===== config.mk =====
export PLATFORM = sky130hd
export DESIGN_NAME = power_on_reset_supply_monitor
export DESIGN_NICKNAME = d
export VERILOG_FILES = /design/src/por_monitor_pkg.sv /design/src/power_on_reset_supply_monitor.sv
export SDC_FILE = /design/constraint.sdc
export NUM_CORES = 1
export LEC_CHECK = 0
export BUFFER_PORTS_ARGS = -buffer_cell sky130_fd_sc_hd__buf_2
export CAP_MARGIN = 20
export CELL_PAD_IN_SITES_DETAIL_PLACEMENT = 1
export CELL_PAD_IN_SITES_GLOBAL_PLACEMENT = 1
export CORE_ASPECT_RATIO = 0.5
export CORE_UTILIZATION = 39
export DETAILED_ROUTE_END_ITERATION = 8
export GPL_ROUTABILITY_DRIVEN = 0
export PLACE_DENSITY = 0.9
export SLEW_MARGIN = 5
export SYNTH_ARGS = -nofsm -noshare
export SYNTH_HDL_FRONTEND = slang
export SYNTH_SLANG_ARGS = --single-unit

===== constraint.sdc =====
create_clock -name clk_i -period 3.6 [get_ports clk_i]
set_input_delay 0 -clock clk_i [delete_from_list [all_inputs] [get_ports clk_i]]
set_output_delay 0 -clock clk_i [all_outputs]
set_load 0.005 [all_outputs]

===== src/por_monitor_pkg.sv =====
/*
 * constants and types for the power-on reset sequencer and supply monitor
 * control block.
 * assumes a single 125 MHz clock and a classic wishbone register bus with
 * word-aligned registers; printed register offsets are word indexes.
 */
package por_monitor_pkg;

   // clock rate and release timing
   localparam int CLK_FREQ_MHZ = 125;
   localparam int POR_DELAY_NS = 100000;   // release delay, plain default
   localparam int POR_DELAY_CYCLES =
      (POR_DELAY_NS * CLK_FREQ_MHZ + 999) / 1000;
   localparam int OTHER_RST_NS = 128;      // reset pulse for other sources
   localparam int OTHER_RST_CYCLES =
      (OTHER_RST_NS * CLK_FREQ_MHZ + 999) / 1000;
   localparam int PIN_SETTLE_CYCLES = 3;   // pin read-back blanking
   localparam int CNT_W = 24;

   // register word indexes (byte address = 4 * index)
   localparam logic [7:0] SRC_INDEX = 8'h00;
   localparam logic [7:0] IRQ_STAT_INDEX = 8'h01;
   localparam logic [7:0] IRQ_MASK_INDEX = 8'h02;
   localparam logic [7:0] CTRL_INDEX = 8'hff;

   // supply_monitor_control fields
   localparam int CTRL_PRI_EN_BIT = 7;
   localparam int CTRL_STAT_BIT = 6;
   localparam int CTRL_LVL_SEL_BIT = 5;
   localparam int CTRL_LVL_EN_BIT = 4;
   localparam logic CTRL_PRI_EN_RST = 1'h1;
   localparam logic CTRL_LVL_SEL_RST = 1'h0;
   localparam logic CTRL_LVL_EN_RST = 1'h1;

   // reset_source_register fields
   localparam int SRC_PIN_BIT = 0;
   localparam int SRC_POR_BIT = 1;
   localparam int SRC_LVL_BIT = 2;

   // interrupt status and mask fields
   localparam int IRQ_W = 3;
   localparam int IRQ_FELL_BIT = 0;
   localparam int IRQ_ROSE_BIT = 1;
   localparam int IRQ_LVL_BIT = 2;
   localparam logic [IRQ_W-1:0] IRQ_MASK_RST = 3'h0;

   // core start address after any reset
   localparam logic [15:0] RESET_VECTOR = 16'h0000;

   // sequencer states
   typedef enum logic [1:0] {
      ST_HOLD = 2'b00,
      ST_DELAY = 2'b01,
      ST_RUN = 2'b10,
      ST_OTHER = 2'b11
   } seq_state_type;

endpackage


===== src/power_on_reset_supply_monitor.sv =====
/*
 * power-on reset sequencer with supply monitor control, reset cause
 * flags, interrupt status/mask and a classic wishbone register slave.
 * assumes the supply comparators, level monitor and reset pin are
 * asynchronous to clk_i, and that rst_i is held while the clock starts.
 */
// The Wishbone slave port was decided locally.
// Function
// - while the supply is below the reset threshold the device is held in reset and the reset pin driven low.
// - after the supply passes the threshold a further release delay runs before reset is released.
// - leaving a power-on reset sets the power-on flag, bit 1 of the reset source register.
// - while the power-on flag is set the other cause flags carry no meaning for software.
// - any reset source other than power-on clears the power-on flag.
// - whatever the source, the core starts fetching at address 0x0000 when reset ends.
// - after power-on both the primary and the level supply monitors come up enabled.
// - control bit 5 selects the high threshold when one and the low one when zero.
`timescale 1ns/100ps

module power_on_reset_supply_monitor #(
   parameter int unsigned POR_DELAY_CYCLES = por_monitor_pkg::POR_DELAY_CYCLES
) (
   // clock and reset
   input wire logic clk_i,
   input wire logic rst_i,
   // wishbone slave
   input wire logic cyc_i,
   input wire logic stb_i,
   input wire logic we_i,
   input wire logic [3:0] sel_i,
   input wire logic [9:0] adr_i,
   input wire logic [31:0] dat_i,
   output logic [31:0] dat_o,
   output logic ack_o,
   // supply comparators
   input wire logic supply_above_i,
   input wire logic level_trip_i,
   // open-drain reset pin, active low
   input wire logic rst_pin_i,
   output logic rst_pin_o,
   output logic rst_pin_oe_o,
   // core side
   output logic core_reset_o,
   output logic [15:0] fetch_addr_o,
   // monitor controls
   output logic primary_mon_en_o,
   output logic threshold_high_o,
   output logic level_mon_en_o,
   // interrupt
   output logic irq_o
);

   localparam int CW = por_monitor_pkg::CNT_W;
   localparam logic [CW-1:0] POR_LAST = CW'(POR_DELAY_CYCLES - 1);
   localparam logic [CW-1:0] OTHER_LAST =
      CW'(por_monitor_pkg::OTHER_RST_CYCLES - 1);
   localparam logic [1:0] SETTLE_LAST =
      2'(por_monitor_pkg::PIN_SETTLE_CYCLES - 1);

   // word index decode, shared by read and write paths
   function automatic logic reg_hit(input logic [9:0] adr,
                                    input logic [7:0] idx);
      reg_hit = (adr[9:2] == idx);
   endfunction

   ////////////////////////////////////////////////////////////////////////
   // input synchronisers

   logic [2:0] async_in;
   logic [2:0] sync1_q;
   logic [2:0] sync2_q;
   logic supply_ok;
   logic level_trip;
   logic pin_low;

   assign async_in = {rst_pin_i, level_trip_i, supply_above_i};

   // two flops per line; only the second stage feeds logic
   genvar gi;
   generate
      for (gi = 0; gi < 3; gi++)
      begin : g_sync
         always_ff @(posedge clk_i)
         begin
            if (rst_i)
            begin
               sync1_q[gi] <= 1'h0;
               sync2_q[gi] <= 1'h0;
            end
            else
            begin
               sync1_q[gi] <= async_in[gi];
               sync2_q[gi] <= sync1_q[gi];
            end
         end
      end
   endgenerate

   assign supply_ok = sync2_q[0];
   assign level_trip = sync2_q[1];
   assign pin_low = ~sync2_q[2];

   ////////////////////////////////////////////////////////////////////////
   // reset sequencer

   por_monitor_pkg::seq_state_type state_q;
   logic [CW-1:0] cnt_q;
   logic pri_en_q;
   logic lvl_sel_q;
   logic lvl_en_q;
   logic drive_q;
   logic [1:0] settle_q;
   logic brownout;
   logic lvl_reset;
   logic pin_reset;

   // a dropping supply outranks every other cause
   assign brownout = pri_en_q & ~supply_ok;
   assign lvl_reset = lvl_en_q & level_trip;
   // our own pin drive reads back low for a while; blank it
   assign pin_reset = pin_low & ~drive_q & (settle_q == SETTLE_LAST);

   always_ff @(posedge clk_i)
   begin
      if (rst_i)
      begin
         state_q <= por_monitor_pkg::ST_HOLD;
         cnt_q <= '0;
      end
      else
      begin
         unique case (state_q)
            por_monitor_pkg::ST_HOLD:
            begin
               cnt_q <= '0;
               if (supply_ok)
                  state_q <= por_monitor_pkg::ST_DELAY;
            end
            por_monitor_pkg::ST_DELAY:
            begin
               if (!supply_ok)
               begin
                  state_q <= por_monitor_pkg::ST_HOLD;
                  cnt_q <= '0;
               end
               else if (cnt_q == POR_LAST)
                  state_q <= por_monitor_pkg::ST_RUN;
               else
                  cnt_q <= cnt_q + 1'h1;
            end
            por_monitor_pkg::ST_RUN:
            begin
               cnt_q <= '0;
               if (brownout)
                  state_q <= por_monitor_pkg::ST_HOLD;
               else if (lvl_reset || pin_reset)
                  state_q <= por_monitor_pkg::ST_OTHER;
            end
            por_monitor_pkg::ST_OTHER:
            begin
               if (brownout)
               begin
                  state_q <= por_monitor_pkg::ST_HOLD;
                  cnt_q <= '0;
               end
               else if (cnt_q == OTHER_LAST)
                  state_q <= por_monitor_pkg::ST_RUN;
               else
                  cnt_q <= cnt_q + 1'h1;
            end
         endcase
      end
   end

   // reset drive, pin blanking and start address
   always_ff @(posedge clk_i)
   begin
      if (rst_i)
      begin
         drive_q <= 1'h1;
         settle_q <= 2'h0;
         fetch_addr_o <= por_monitor_pkg::RESET_VECTOR;
      end
      else
      begin
         drive_q <= (state_q != por_monitor_pkg::ST_RUN);
         if (drive_q)
            settle_q <= 2'h0;
         else if (settle_q != SETTLE_LAST)
            settle_q <= settle_q + 2'h1;
         if (drive_q)
            fetch_addr_o <= por_monitor_pkg::RESET_VECTOR;
      end
   end

   assign rst_pin_o = 1'h0;
   assign rst_pin_oe_o = drive_q;
   assign core_reset_o = drive_q;

   ////////////////////////////////////////////////////////////////////////
   // wishbone access

   logic ack_q;
   logic access;
   logic wr_ctrl;
   logic wr_mask;
   logic rd_stat;
   logic [2:0] src_q;
   logic [por_monitor_pkg::IRQ_W-1:0] stat_q;
   logic [por_monitor_pkg::IRQ_W-1:0] mask_q;
   logic [7:0] ctrl_rd;

   // one wait cycle: ack a cycle after the request is seen
   assign access = cyc_i & stb_i & ~ack_q;
   assign wr_ctrl = access & we_i & sel_i[0] &
                    reg_hit(adr_i, por_monitor_pkg::CTRL_INDEX);
   assign wr_mask = access & we_i & sel_i[0] &
                    reg_hit(adr_i, por_monitor_pkg::IRQ_MASK_INDEX);
   assign rd_stat = access & ~we_i &
                    reg_hit(adr_i, por_monitor_pkg::IRQ_STAT_INDEX);

   // low nibble is reserved and reads zero; status bit is live
   always_comb
   begin
      ctrl_rd = 8'h00;
      ctrl_rd[por_monitor_pkg::CTRL_PRI_EN_BIT] = pri_en_q;
      ctrl_rd[por_monitor_pkg::CTRL_STAT_BIT] = supply_ok;
      ctrl_rd[por_monitor_pkg::CTRL_LVL_SEL_BIT] = lvl_sel_q;
      ctrl_rd[por_monitor_pkg::CTRL_LVL_EN_BIT] = lvl_en_q;
   end

   // unmapped words ack with zero data
   always_ff @(posedge clk_i)
   begin
      if (rst_i)
      begin
         ack_q <= 1'h0;
         dat_o <= 32'h0000_0000;
      end
      else
      begin
         ack_q <= access;
         if (access && !we_i)
         begin
            if (reg_hit(adr_i, por_monitor_pkg::CTRL_INDEX))
               dat_o <= {24'h000000, ctrl_rd};
            else if (reg_hit(adr_i, por_monitor_pkg::SRC_INDEX))
               dat_o <= {29'h0, src_q};
            else if (reg_hit(adr_i, por_monitor_pkg::IRQ_STAT_INDEX))
               dat_o <= {29'h0, stat_q};
            else if (reg_hit(adr_i, por_monitor_pkg::IRQ_MASK_INDEX))
               dat_o <= {29'h0, mask_q};
            else
               dat_o <= 32'h0000_0000;
         end
      end
   end

   assign ack_o = ack_q;

   ////////////////////////////////////////////////////////////////////////
   // supply monitor control; power loss restores the defaults

   always_ff @(posedge clk_i)
   begin
      if (rst_i || state_q == por_monitor_pkg::ST_HOLD)
      begin
         pri_en_q <= por_monitor_pkg::CTRL_PRI_EN_RST;
         lvl_sel_q <= por_monitor_pkg::CTRL_LVL_SEL_RST;
         lvl_en_q <= por_monitor_pkg::CTRL_LVL_EN_RST;
      end
      else if (wr_ctrl)
      begin
         pri_en_q <= dat_i[por_monitor_pkg::CTRL_PRI_EN_BIT];
         lvl_sel_q <= dat_i[por_monitor_pkg::CTRL_LVL_SEL_BIT];
         lvl_en_q <= dat_i[por_monitor_pkg::CTRL_LVL_EN_BIT];
      end
   end

   assign primary_mon_en_o = pri_en_q;
   assign threshold_high_o = lvl_sel_q;
   assign level_mon_en_o = lvl_en_q;

   ////////////////////////////////////////////////////////////////////////
   // reset cause flags, read only to software

   always_ff @(posedge clk_i)
   begin
      if (rst_i || state_q == por_monitor_pkg::ST_HOLD)
         src_q <= 3'h0;                  // all cause flags zero
      else if (state_q == por_monitor_pkg::ST_DELAY && cnt_q == POR_LAST
               && supply_ok)
         src_q[por_monitor_pkg::SRC_POR_BIT] <= 1'h1;
      else if (state_q == por_monitor_pkg::ST_RUN && !brownout
               && (lvl_reset || pin_reset))
      begin
         src_q[por_monitor_pkg::SRC_POR_BIT] <= 1'h0;
         src_q[por_monitor_pkg::SRC_LVL_BIT] <= lvl_reset;
         src_q[por_monitor_pkg::SRC_PIN_BIT] <= pin_reset & ~lvl_reset;
      end
   end

   ////////////////////////////////////////////////////////////////////////
   // interrupt status: read clears, a new event wins over the clear

   logic supply_d1_q;
   logic trip_d1_q;
   logic [por_monitor_pkg::IRQ_W-1:0] events;

   always_ff @(posedge clk_i)
   begin
      if (rst_i)
      begin
         supply_d1_q <= 1'h0;
         trip_d1_q <= 1'h0;
      end
      else
      begin
         supply_d1_q <= supply_ok;
         trip_d1_q <= level_trip;
      end
   end

   always_comb
   begin
      events = '0;
      events[por_monitor_pkg::IRQ_FELL_BIT] = supply_d1_q & ~supply_ok;
      events[por_monitor_pkg::IRQ_ROSE_BIT] = ~supply_d1_q & supply_ok;
      events[por_monitor_pkg::IRQ_LVL_BIT] = ~trip_d1_q & level_trip;
   end

   always_ff @(posedge clk_i)
   begin
      if (rst_i)
         stat_q <= '0;
      else if (rd_stat)
         stat_q <= events;
      else
         stat_q <= stat_q | events;
   end

   always_ff @(posedge clk_i)
   begin
      if (rst_i)
         mask_q <= por_monitor_pkg::IRQ_MASK_RST;
      else if (wr_mask)
         mask_q <= dat_i[por_monitor_pkg::IRQ_W-1:0];
   end

   assign irq_o = |(stat_q & mask_q);
endmodule // power_on_reset_supply_monitor


==> metrics, run 1 <==
Final setup viols 0; layout cells sized above 1 0.1527; synthesized instance count 353; DP Wirelength 4924 um; synthesized cell area 3047 um^2; 1st-iter DRT viols 149; Post-synth EDFFs 0; post-synthesis xor/xnor area fraction 0.02587; Final Hold Slack 0.07537 ns; CTS tree done; vias 2764; fin crit period 2.146 ns; Clock Sinks 57; arrival time worst endpoint 2.42 ns; Vias/cell 5.641; GRT Overall Usage 0.2051; vias in the first global route 2654; pwr dens 467.3 nW/um^2; Min-Delay Path Class input port to flop; RSZ-0062 raised after global routing false; CP startpoint kind flop; WP data required 3.87 ns; TritonRoute pass-1 iters 4; H-tree Lvls 3; CTS root buffer clkbuf_16; hold violation count in the final report 0; Max VDD drop 202.9 uV; grt ovf 0; Period Utilization, post-route 0.5960; core box area 7432 um^2; Wirelength per Cell 16.78 um; Initial Utilization 0.4099; asr flop ratio synth 0; max-slew violation count 0; mux share of post-synthesis cell area 0.02300; Die ar. 8191 um^2; Setup Fix Bufs, Post-CTS 0; crit path kind flop to flop; synthesis warning total 0; worst slew pin tran 0.7680 ns; Simple-Gate Fraction of Synth Area 0.2768; final WL 8223 um; register area share after synthesis 0.3745; post-route ant nets 0; largest net degree at the start of global routing 31; Compound-Gate Fraction of Synth Area 0.1454; IO Pins 110; top cells by area, synth dfxtp_1 37%, buf_4 11%, nand3_1 3.8%; fmax 0.4661 GHz; nets@finish 445; status complete, no violations; clk buf depth 2; FF+latch count, synth 57; max_cap viols 0; Max FO, Critical Path 24; post-synthesis adder-cell area fraction 0.008214; DRC Markers 0; Die X 127.0 um; Reg clk slew, reported paths 0.05 ns; Primary FF master, synth dfxtp_1; Slew headroom 0.4810; Lkg Pwr 1.340 nW; Skew-Pair Late Insertion Delay 0.33 ns; CP Capture Type flop; setup TNS 0 ns; area delta synth->final 15.48%; IO buf count 36; largest family of logic cells by synthesized area simple AND/OR/NAND/NOR gates; global-route wire length before repair 12920 um; area leader, netlist dfxtp_1; syn avg cell area 8.631 um^2; die height 64.50 um; worst clock skew 0.007655 ns; cell row count 22; Num CTS Buffers 9; top cell type's share of synthesized area 0.3745; antenna violations before repair 0; Distinct cells, synth 52
==> sequential cells by signal (all words and copies together), names as in the netlist, 2 cells and up <==
signal / cells
cnt_q: 24
dat_o: 7
mask_q: 3
src_q: 3
stat_q: 3
sync1_q: 3
settle_q: 2
state_q: 2
==> report_power, final <==
part	internal (mW)	total (mW)	switching (mW)	leakage [nW]
Clock	0.640	0.939	0.300	0.158
Sequential	0.638	0.643	0.00511	0.461
Combinational	0.0241	0.0619	0.0378	0.721
==> logic make-up (layout without fill, tap and decap cells) <==
group	count (synthesis)	count (layout)
adder cells (fa/ha/maj)	2	2
AND/OR/NAND/NOR	143	143
AO/OA/AOI/OAI	64	64
flip-flops	57	57
XOR/XNOR	9	9
multiplexers	7	7
buffers and inverters	70	69
other	1	43
==> layout by cell type, fill, tap and decap left out, types with 3 or more instances in the layout <==
master | netlist | final
nand3_1 | 23 | 23
nand2b_1 | 3 | 3
or4_1 | 13 | 13
nor2_1 | 22 | 22
xnor2_1 | 3 | 3
mux2i_1 | 7 | 7
dlygate4sd3_1 | 0 | 9
nor4_1 | 6 | 6
clkbuf_16 | 0 | 9
o31ai_1 | 10 | 10
dfxtp_1 | 57 | 57
nor2b_1 | 11 | 11
buf_2 | 5 | 36
o2bb2ai_1 | 3 | 3
nand4_1 | 12 | 12
nand2_1 | 19 | 19
inv_1 | 8 | 8
a21oi_1 | 20 | 20
or3_1 | 4 | 4
o2111ai_1 | 6 | 6
and3_1 | 4 | 4
xor2_1 | 6 | 6
nor3_1 | 8 | 8
a22oi_1 | 5 | 5
o211ai_1 | 3 | 3
o21ai_0 | 4 | 4
conb_1 | 1 | 42
and2_1 | 3 | 3
and4_1 | 3 | 3
==> layout make-up <==
cell class / instances / area, um^2
clock inverter: 4 / 76.32
antenna: 1 / 2.502
multi-input combinational: 267 / 1618
timing repair buffer: 46 / 277.8
fill: 883 / 3914
sequential: 57 / 1141
tap: 96 / 120.1
clock buffer: 11 / 252.7
inverter: 8 / 30.03
==> worst max-delay path, cell delays in order, from the launching register on <==
cell	delay, ns
dfxtp_1	0.53
nor2b_1	0.47
o21ai_1	0.17
buf_4	0.26
or4_1	0.56
nand2_1	0.10
==> timing repair <==
| item | in CTS | in global routing |
|---|---|---|
| hold endpoints to repair | 9 | 0 |
| gates resized for setup | 0 | 0 |
| hold buffers | 9 | 0 |
==> metrics by stage <==
step,worst slack (ns),power [mW],utilization,cell area (um^2),instances
floorplan,1.863,0.7188,-,3201,394
global placement,1.650,0.7044,0.4167,3097,465
detailed placement,1.605,0.7059,0.4167,3097,465
CTS,1.538,1.655,0.4731,3516,489
global route,1.434,1.680,0.4731,3516,489
finish,1.454,1.644,0.4734,3518,490
==> synth_stat cells, types with 4 or more instances <==
cell and instances:
nand4_1 12, inv_1 8, dfxtp_1 57, xor2_1 6, buf_2 5, clkbuf_1 12
o31ai_1 10, nand3_1 23, nor2_1 22, nor4_1 6, or3_1 4, mux2i_1 7
nor2b_1 11, nor3_1 8, nand2_1 19, a21oi_1 20, buf_4 44, and3_1 4
o21ai_0 4, o2111ai_1 6, a22oi_1 5, or4_1 13
==> path summary, 6_finish.rpt <==
kind | cells past startpoint | start | to | slack (ns)
setup / recovery | 5 | state_q[0] | cnt_q[17] | 1.45
hold reg to reg | 1 | sync1_q[2] | sync2_q[2] | 0.45
hold / removal | 3 | cyc_i | ack_o | 0.08
setup reg to reg | 5 | state_q[0] | cnt_q[17] | 1.45
==> per-layer routing <==
layer,GRT usage,vias to the layer above,share of wire
li1,-,1286,-
met1,0.2129,1339,0.40
met2,0.3771,113,0.51
met3,0.06276,26,0.056
met4,0.1131,0,0.031
met5,0,-,0
Power figures use the tool's default switching activity.
==> run 2, diff against run 1 <==
--- a/config.mk
+++ b/config.mk
@@ -10,10 +10,10 @@
 export CELL_PAD_IN_SITES_DETAIL_PLACEMENT = 1
 export CELL_PAD_IN_SITES_GLOBAL_PLACEMENT = 1
 export CORE_ASPECT_RATIO = 0.5
-export CORE_UTILIZATION = 39
+export CORE_UTILIZATION = 36
 export DETAILED_ROUTE_END_ITERATION = 8
 export GPL_ROUTABILITY_DRIVEN = 0
-export PLACE_DENSITY = 0.9
+export PLACE_DENSITY = 0.84
 export SLEW_MARGIN = 5
 export SYNTH_ARGS = -nofsm -noshare
 export SYNTH_HDL_FRONTEND = slang
==> constraint.sdc (replaced) <==
create_clock -name clk_i -period 2.1 [get_ports clk_i]
set_input_delay 0 -clock clk_i [delete_from_list [all_inputs] [get_ports clk_i]]
set_output_delay 0 -clock clk_i [all_outputs]
set_load 0.005 [all_outputs]
==> run 2 against run 1 <==
  * Hold slack worse by 0.028 ns
  * First-iteration DRC count decreased by 40%
  * Sequential power rose by 71%
  * Flip-flop and latch count did not move
  * Critical path type unchanged
  * Via count down 3.5%
  * Design area up 2.1%
  * Worst setup slack lost 1.3 ns
  * Fmax is 11% higher
  * Clock power is 53% higher
  * Die area up 8.1%
  * Routed wire length decreased by 7.1%
==> metrics, run 2 (synthesized netlist as in run 1, its figures left out) <==
fin crit period 1.940 ns; Largest register FFs 24; setup TNS 0 ns; Wirelength per Cell 14.78 um; area of the multi-input gates 1618 um^2; Skew-Pair Late Insertion Delay 0.33 ns; DP Cell Count 493; antenna violations before repair 0; 1st-iter DRT viols 90; Die X 132.1 um; reg-to-reg slack, setup 0.16 ns; largest net degree at the start of global routing 30; CTS tree done; pwr dens 738.3 nW/um^2; arrival time worst endpoint 2.19 ns; cell row count 23; Largest Register cnt_q; fmax 0.5156 GHz; most used routing layer met2; Clock Sinks 57; Final setup viols 0; Period Utilization, post-route 0.9236; Setup WS post-layout 0.1605 ns; grt ovf 0; global-route wire length before repair 12640 um; worst slew pin tran 0.7372 ns; routing usage on met2 0.3393; diode count 0; worst clock skew 0.003460 ns; biggest regs cnt_q: 24 flops, dat_o: 7 flops; max-slew violation count 0; core box area 8115 um^2; IO Pins 110; Die ar. 8857 um^2; commonest non-fill, non-tap cells in the layout 57 x dfxtp_1, 42 x conb_1, 36 x buf_2, 23 x nand3_1, 22 x nor2_1; clk buf depth 2; grt met3 use 0.06697; TritonRoute pass-1 iters 4; status complete, no violations; Filler cells 972; area delta synth->final 17.91%; Slew headroom 0.5052; GRT Overall Usage 0.1852; hold violation count in the final report 0; Max VDD drop 354.5 uV; CP Capture Type flop; nets@finish 457; Vias/cell 5.157; Min-Delay Path Class input port to flop; crit path kind flop to flop; max_cap viols 0; H-tree Lvls 3; RSZ-0062 raised after global routing false; CTS root buffer clkbuf_16; Reg clk slew, reported paths 0.05 ns; DP Worst Slack 0.2018 ns; Num CTS Buffers 9; WP data required 2.35 ns; DRC Markers 0; vias in the first global route 2621; CP startpoint kind flop; Max FO, Critical Path 5; DP Wirelength 5272 um; placed cell area 3207 um^2; IO buf count 36; post-route ant nets 0; layout cells sized above 1 0.1778; final instance area 3592 um^2; vias 2666; Initial Utilization 0.3754; final WL 7642 um; met1 Use GR 0.2033; Lkg Pwr 1.386 nW; most common cell after layout, fill and taps aside dfxtp_1; die height 67.05 um; non-filler cells, final 517; flip-flop and latch area 1141 um^2
-- run 2: cell types whose count changed in the layout (fill, tap and decap cells not counted) --
cell,before,now
bufinv_16,2,1
diode_2,1,0
clkbuf_8,2,1
clkinv_2,0,2
buf_4,1,13
-- run 2: per-layer routing --
metal,share of wire,vias to the layer above
li1,-,1312
met1,0.45,1267
met2,0.48,83
met3,0.057,4
met4,0.0067,0
met5,0,-
-- run 2: timing repair --
item                                   4_1_cts  5_1_grt
buffers inserted                             0        0
endpoints found under the hold margin        9        0
hold buffers                                 9        0
gates resized for setup                      0        0
-- run 2: through the flow --
stage | total power [mW] | hold slack (ns) | utilization
floorplan | 1.232 | 0.1281 | -
global placement | 1.213 | 0.2151 | 0.3952
detailed placement | 1.215 | 0.2224 | 0.3952
CTS | 2.676 | 0.03805 | 0.4426
global route | 2.749 | 0.05589 | 0.4426
finish | 2.652 | 0.04755 | 0.4426
-- run 2: layout make-up --
| cell class | instances | area share |
|---|---|---|
| flip-flops and latches | 57 | 0.3177 |
| clock inverters | 5 | 0.01567 |
| inverters | 8 | 0.008359 |
| clock buffers | 10 | 0.06653 |
| repair buffers | 58 | 0.1024 |
| well taps | 112 | 0.03901 |
| multi-input cells | 267 | 0.4504 |
-- run 2: where the power goes --
| part | internal (mW) | switching, mW | total, mW | leakage (nW) |
|---|---|---|---|---|
| Combinational | 0.0459 | 0.0638 | 0.110 | 0.780 |
| Clock | 0.939 | 0.503 | 1.44 | 0.144 |
| Sequential | 1.09 | 0.00670 | 1.10 | 0.461 |
| Total | 2.08 | 0.574 | 2.65 | 1.39 |
-- run 2: final timing paths --
| kind | to | cells past startpoint | start |
|---|---|---|---|
| setup / recovery | cnt_q[1] | 5 | cnt_q[0] |
| hold / removal | ack_o | 3 | stb_i |
| setup reg to reg | cnt_q[1] | 5 | cnt_q[0] |
| hold reg to reg | supply_ok | 1 | sync1_q[0] |
-- run 2: critical path, cell delays in order (launching register included) --
cell and delay [ns]:
dfxtp_1 0.40, ha_1 0.30, nand2b_1 0.18, or4_1 0.55, a21boi_2 0.21, mux2i_1 0.23
==> run 3, diff against run 2 <==
--- a/config.mk
+++ b/config.mk
@@ -5,15 +5,16 @@
 export SDC_FILE = /design/constraint.sdc
 export NUM_CORES = 1
 export LEC_CHECK = 0
+export ABC_AREA = 1
 export BUFFER_PORTS_ARGS = -buffer_cell sky130_fd_sc_hd__buf_2
 export CAP_MARGIN = 20
 export CELL_PAD_IN_SITES_DETAIL_PLACEMENT = 1
 export CELL_PAD_IN_SITES_GLOBAL_PLACEMENT = 1
 export CORE_ASPECT_RATIO = 0.5
-export CORE_UTILIZATION = 36
+export CORE_UTILIZATION = 37
 export DETAILED_ROUTE_END_ITERATION = 8
 export GPL_ROUTABILITY_DRIVEN = 0
-export PLACE_DENSITY = 0.84
+export PLACE_DENSITY = 0.89
 export SLEW_MARGIN = 5
 export SYNTH_ARGS = -nofsm -noshare
 export SYNTH_HDL_FRONTEND = slang
==> constraint.sdc (replaced) <==
create_clock -name clk_i -period 2.4 [get_ports clk_i]
set_input_delay 0 -clock clk_i [delete_from_list [all_inputs] [get_ports clk_i]]
set_output_delay 0 -clock clk_i [all_outputs]
set_load 0.005 [all_outputs]
==> run 3 against run 2 <==
  * Clock skew is essentially flat
  * First-iteration DRC count grew 17%
  * Routed wire length grew 2.7%
  * Sequential share of layout area shrank 0.25 points
  * Fmax grew 10%
  * Flip-flop and latch count is the same
  * Hold slack lost 0.053 ns
  * Utilization grew 0.67 points
  * Clock power shrank 12%
  * Register-to-register slack gained 0.48 ns
  * The flow now finishes with violations (negative hold slack)
==> metrics, run 3 <==
1st-iter DRT viols 105; synthesized cell area 3104 um^2; Largest Register cnt_q; fmax 0.5692 GHz; area leader, netlist dfxtp_1; Lkg Pwr 1.534 nW; arrival time worst endpoint 2.01 ns; synthesis warning total 0; status complete, but fails checks; diode count 0; RSZ-0062 raised after global routing false; DRC Markers 0; failing checks negative hold slack; syn avg cell area 6.808 um^2; Vias/cell 4.648; Synth top cells by count 93 x nand2_1, 77 x nor2_1, 57 x dfxtp_1, 48 x inv_1, 43 x buf_4; Final Hold Slack -0.005371 ns; asr flop ratio synth 0; Die ar. 8783 um^2; Post-synth EDFFs 0; synthesized instance count 456; final WL 7852 um; IO buf count 36; Slew headroom 0.6566; Initial Utilization 0.3852; sw power 0.5080 mW; post-route ant nets 0; Max FO, Critical Path 11; Distinct cells, synth 30; top cells by area, synth dfxtp_1 37%, nand2_1 11%, buf_4 10%; Reg clk slew, reported paths 0.05 ns; CP max stage cell dfxtp_1; Skew-Pair Late Insertion Delay 0.32 ns; FF+latch count, synth 57; top cell family by delay on the critical path simple AND/OR/NAND/NOR gates; Reg power frac 0.414; vias 2896; most frequent cell after synthesis nand2_1; clk buf depth 2; TritonRoute pass-1 iters 4; CTS root buffer clkbuf_16; CTS tree done; nets@finish 562; WP data required 2.65 ns; vias in the first global route 2876; Int Power 1.819 mW; Buf/Inv on CP 2; commonest non-fill, non-tap cells in the layout 93 x nand2_1, 77 x nor2_1, 57 x dfxtp_1, 48 x inv_1, 42 x conb_1; Die X 131.5 um; Primary FF master, synth dfxtp_1; slowest stage delay, CP 0.45 ns; Period Utilization, post-route 0.7320; IO Pins 110; largest net degree at the start of global routing 30; setup TNS 0 ns; pwr dens 642.6 nW/um^2; worst clock skew 0.003526 ns; grt ovf 0; antenna violations before repair 0; Clock Sinks 57; Sw Share 0.2183; Min-Delay Path Class input port to flop; Num CTS Buffers 9; part of the power in combinational logic 0.041; Final setup viols 0; worst slew pin tran 0.5151 ns; reg-to-reg slack, setup 0.64 ns; hold violation count in the final report 1; CP cell instances nand2_1 > nor2_2 > inv_2 > nand2_2 > nand2_2 > inv_2 > o21ai_0 > a21oi_1; global-route wire length before repair 12910 um; biggest regs cnt_q: 24 flops, dat_o: 7 flops; register area share after synthesis 0.3676; die height 66.77 um; max-slew violation count 0; CTS resizes 0; CP Capture Type flop; cell row count 23; core box area 8058 um^2; CP startpoint kind flop; end-of-flow core utilization 0.4494; max_cap viols 0; crit path kind flop to flop; top cell type's share of synthesized area 0.3676; GRT Overall Usage 0.1865; DP Wirelength 5588 um; area delta synth->final 16.65%; most common cell after layout, fill and taps aside nand2_1; layout cells sized above 1 0.1409; Max VDD drop 344.5 uV; Wirelength per Cell 12.60 um; H-tree Lvls 3; Largest register FFs 24; fin crit period 1.757 ns; clock power share 0.545
run 3: changes by cell type after synthesis, moves of 11 or more:
cell | previous run | this run
clkbuf_1 | 12 | 1
inv_1 | 8 | 48
nand2_1 | 19 | 93
nand3_1 | 23 | 39
nor2_1 | 22 | 77
nor2b_1 | 11 | 0
or4_1 | 13 | 0
run 3: worst paths after layout:
| path | from | to | cells after the start |
|---|---|---|---|
| hold reg to reg | sync1_q[2] | sync2_q[2] | 2 |
| setup reg to reg | state_q[1] | cnt_q[4] | 8 |
| setup / recovery | state_q[1] | cnt_q[4] | 8 |
| hold / removal | dat_i[5] | threshold_high_o | 3 |
run 3: worst min-delay path, delay by kind of cell:
| kind | cells | cell delay, ns |
|---|---|---|
| AND/OR/NAND/NOR | 1 | 0.11 |
| buffers and inverters | 1 | 0.08 |
| AO/OA/AOI/OAI | 1 | 0.08 |
run 3: cells by family after synthesis:
group	Yosys count	share of synthesized area
flip-flops	57	0.3676
other	1	0.001208
XOR/XNOR	7	0.01975
AND/OR/NAND/NOR	246	0.3539
AO/OA/AOI/OAI	44	0.07537
adder cells (fa/ha/maj)	2	0.008060
buffers and inverters	99	0.1741
run 3: power groups by stage:
stage / clock, mW / combinational (mW) / sequential, mW
6_report: 1.27 / 0.0948 / 0.963
5_1_grt: 1.34 / 0.108 / 0.964
4_1_cts: 1.30 / 0.0932 / 0.963
3_5_place_dp: 0 / 0.0810 / 0.983
3_3_place_gp: 0 / 0.0778 / 0.982
2_1_floorplan: 0 / 0.101 / 0.981
run 3: final cells by class:
type	instances	area (um^2)
fillers	1038	4437
multi-input cells	341	1577
flip-flops and latches	57	1141
repair buffers	45	270.3
clock buffers	11	242.7
inverters	52	195.2
well taps	112	140.1
clock inverters	5	55.05
run 3: stage by stage:
step           instances  power, mW  setup slack [ns]  instance area [um^2]  hold slack, ns
6_report             623      2.327            0.6431                  3621       -0.005371
3_3_place_gp         598      1.060            0.7598                  3233          0.2059
3_5_place_dp         598      1.064            0.7205                  3233          0.2145
2_1_floorplan        497      1.082            0.9924                  3258          0.1070
4_1_cts              623      2.356            0.6613                  3621        0.003076
5_1_grt              623      2.413            0.4738                  3621        0.007177
run 3: repair_timing:
item,CTS,global route
endpoints found under the hold margin,9,0
buffers inserted,0,0
hold buffers,9,0
run 3: routing by layer:
layer  part of all wire  up-vias  wire (um)  track usage
li1                   -     1462          -            -
met1               0.44     1339       3466       0.1932
met2               0.50       84       3887       0.3591
met3              0.051       11        398      0.06393
met4              0.013        0         99      0.06395
met5                  0        -          0            0
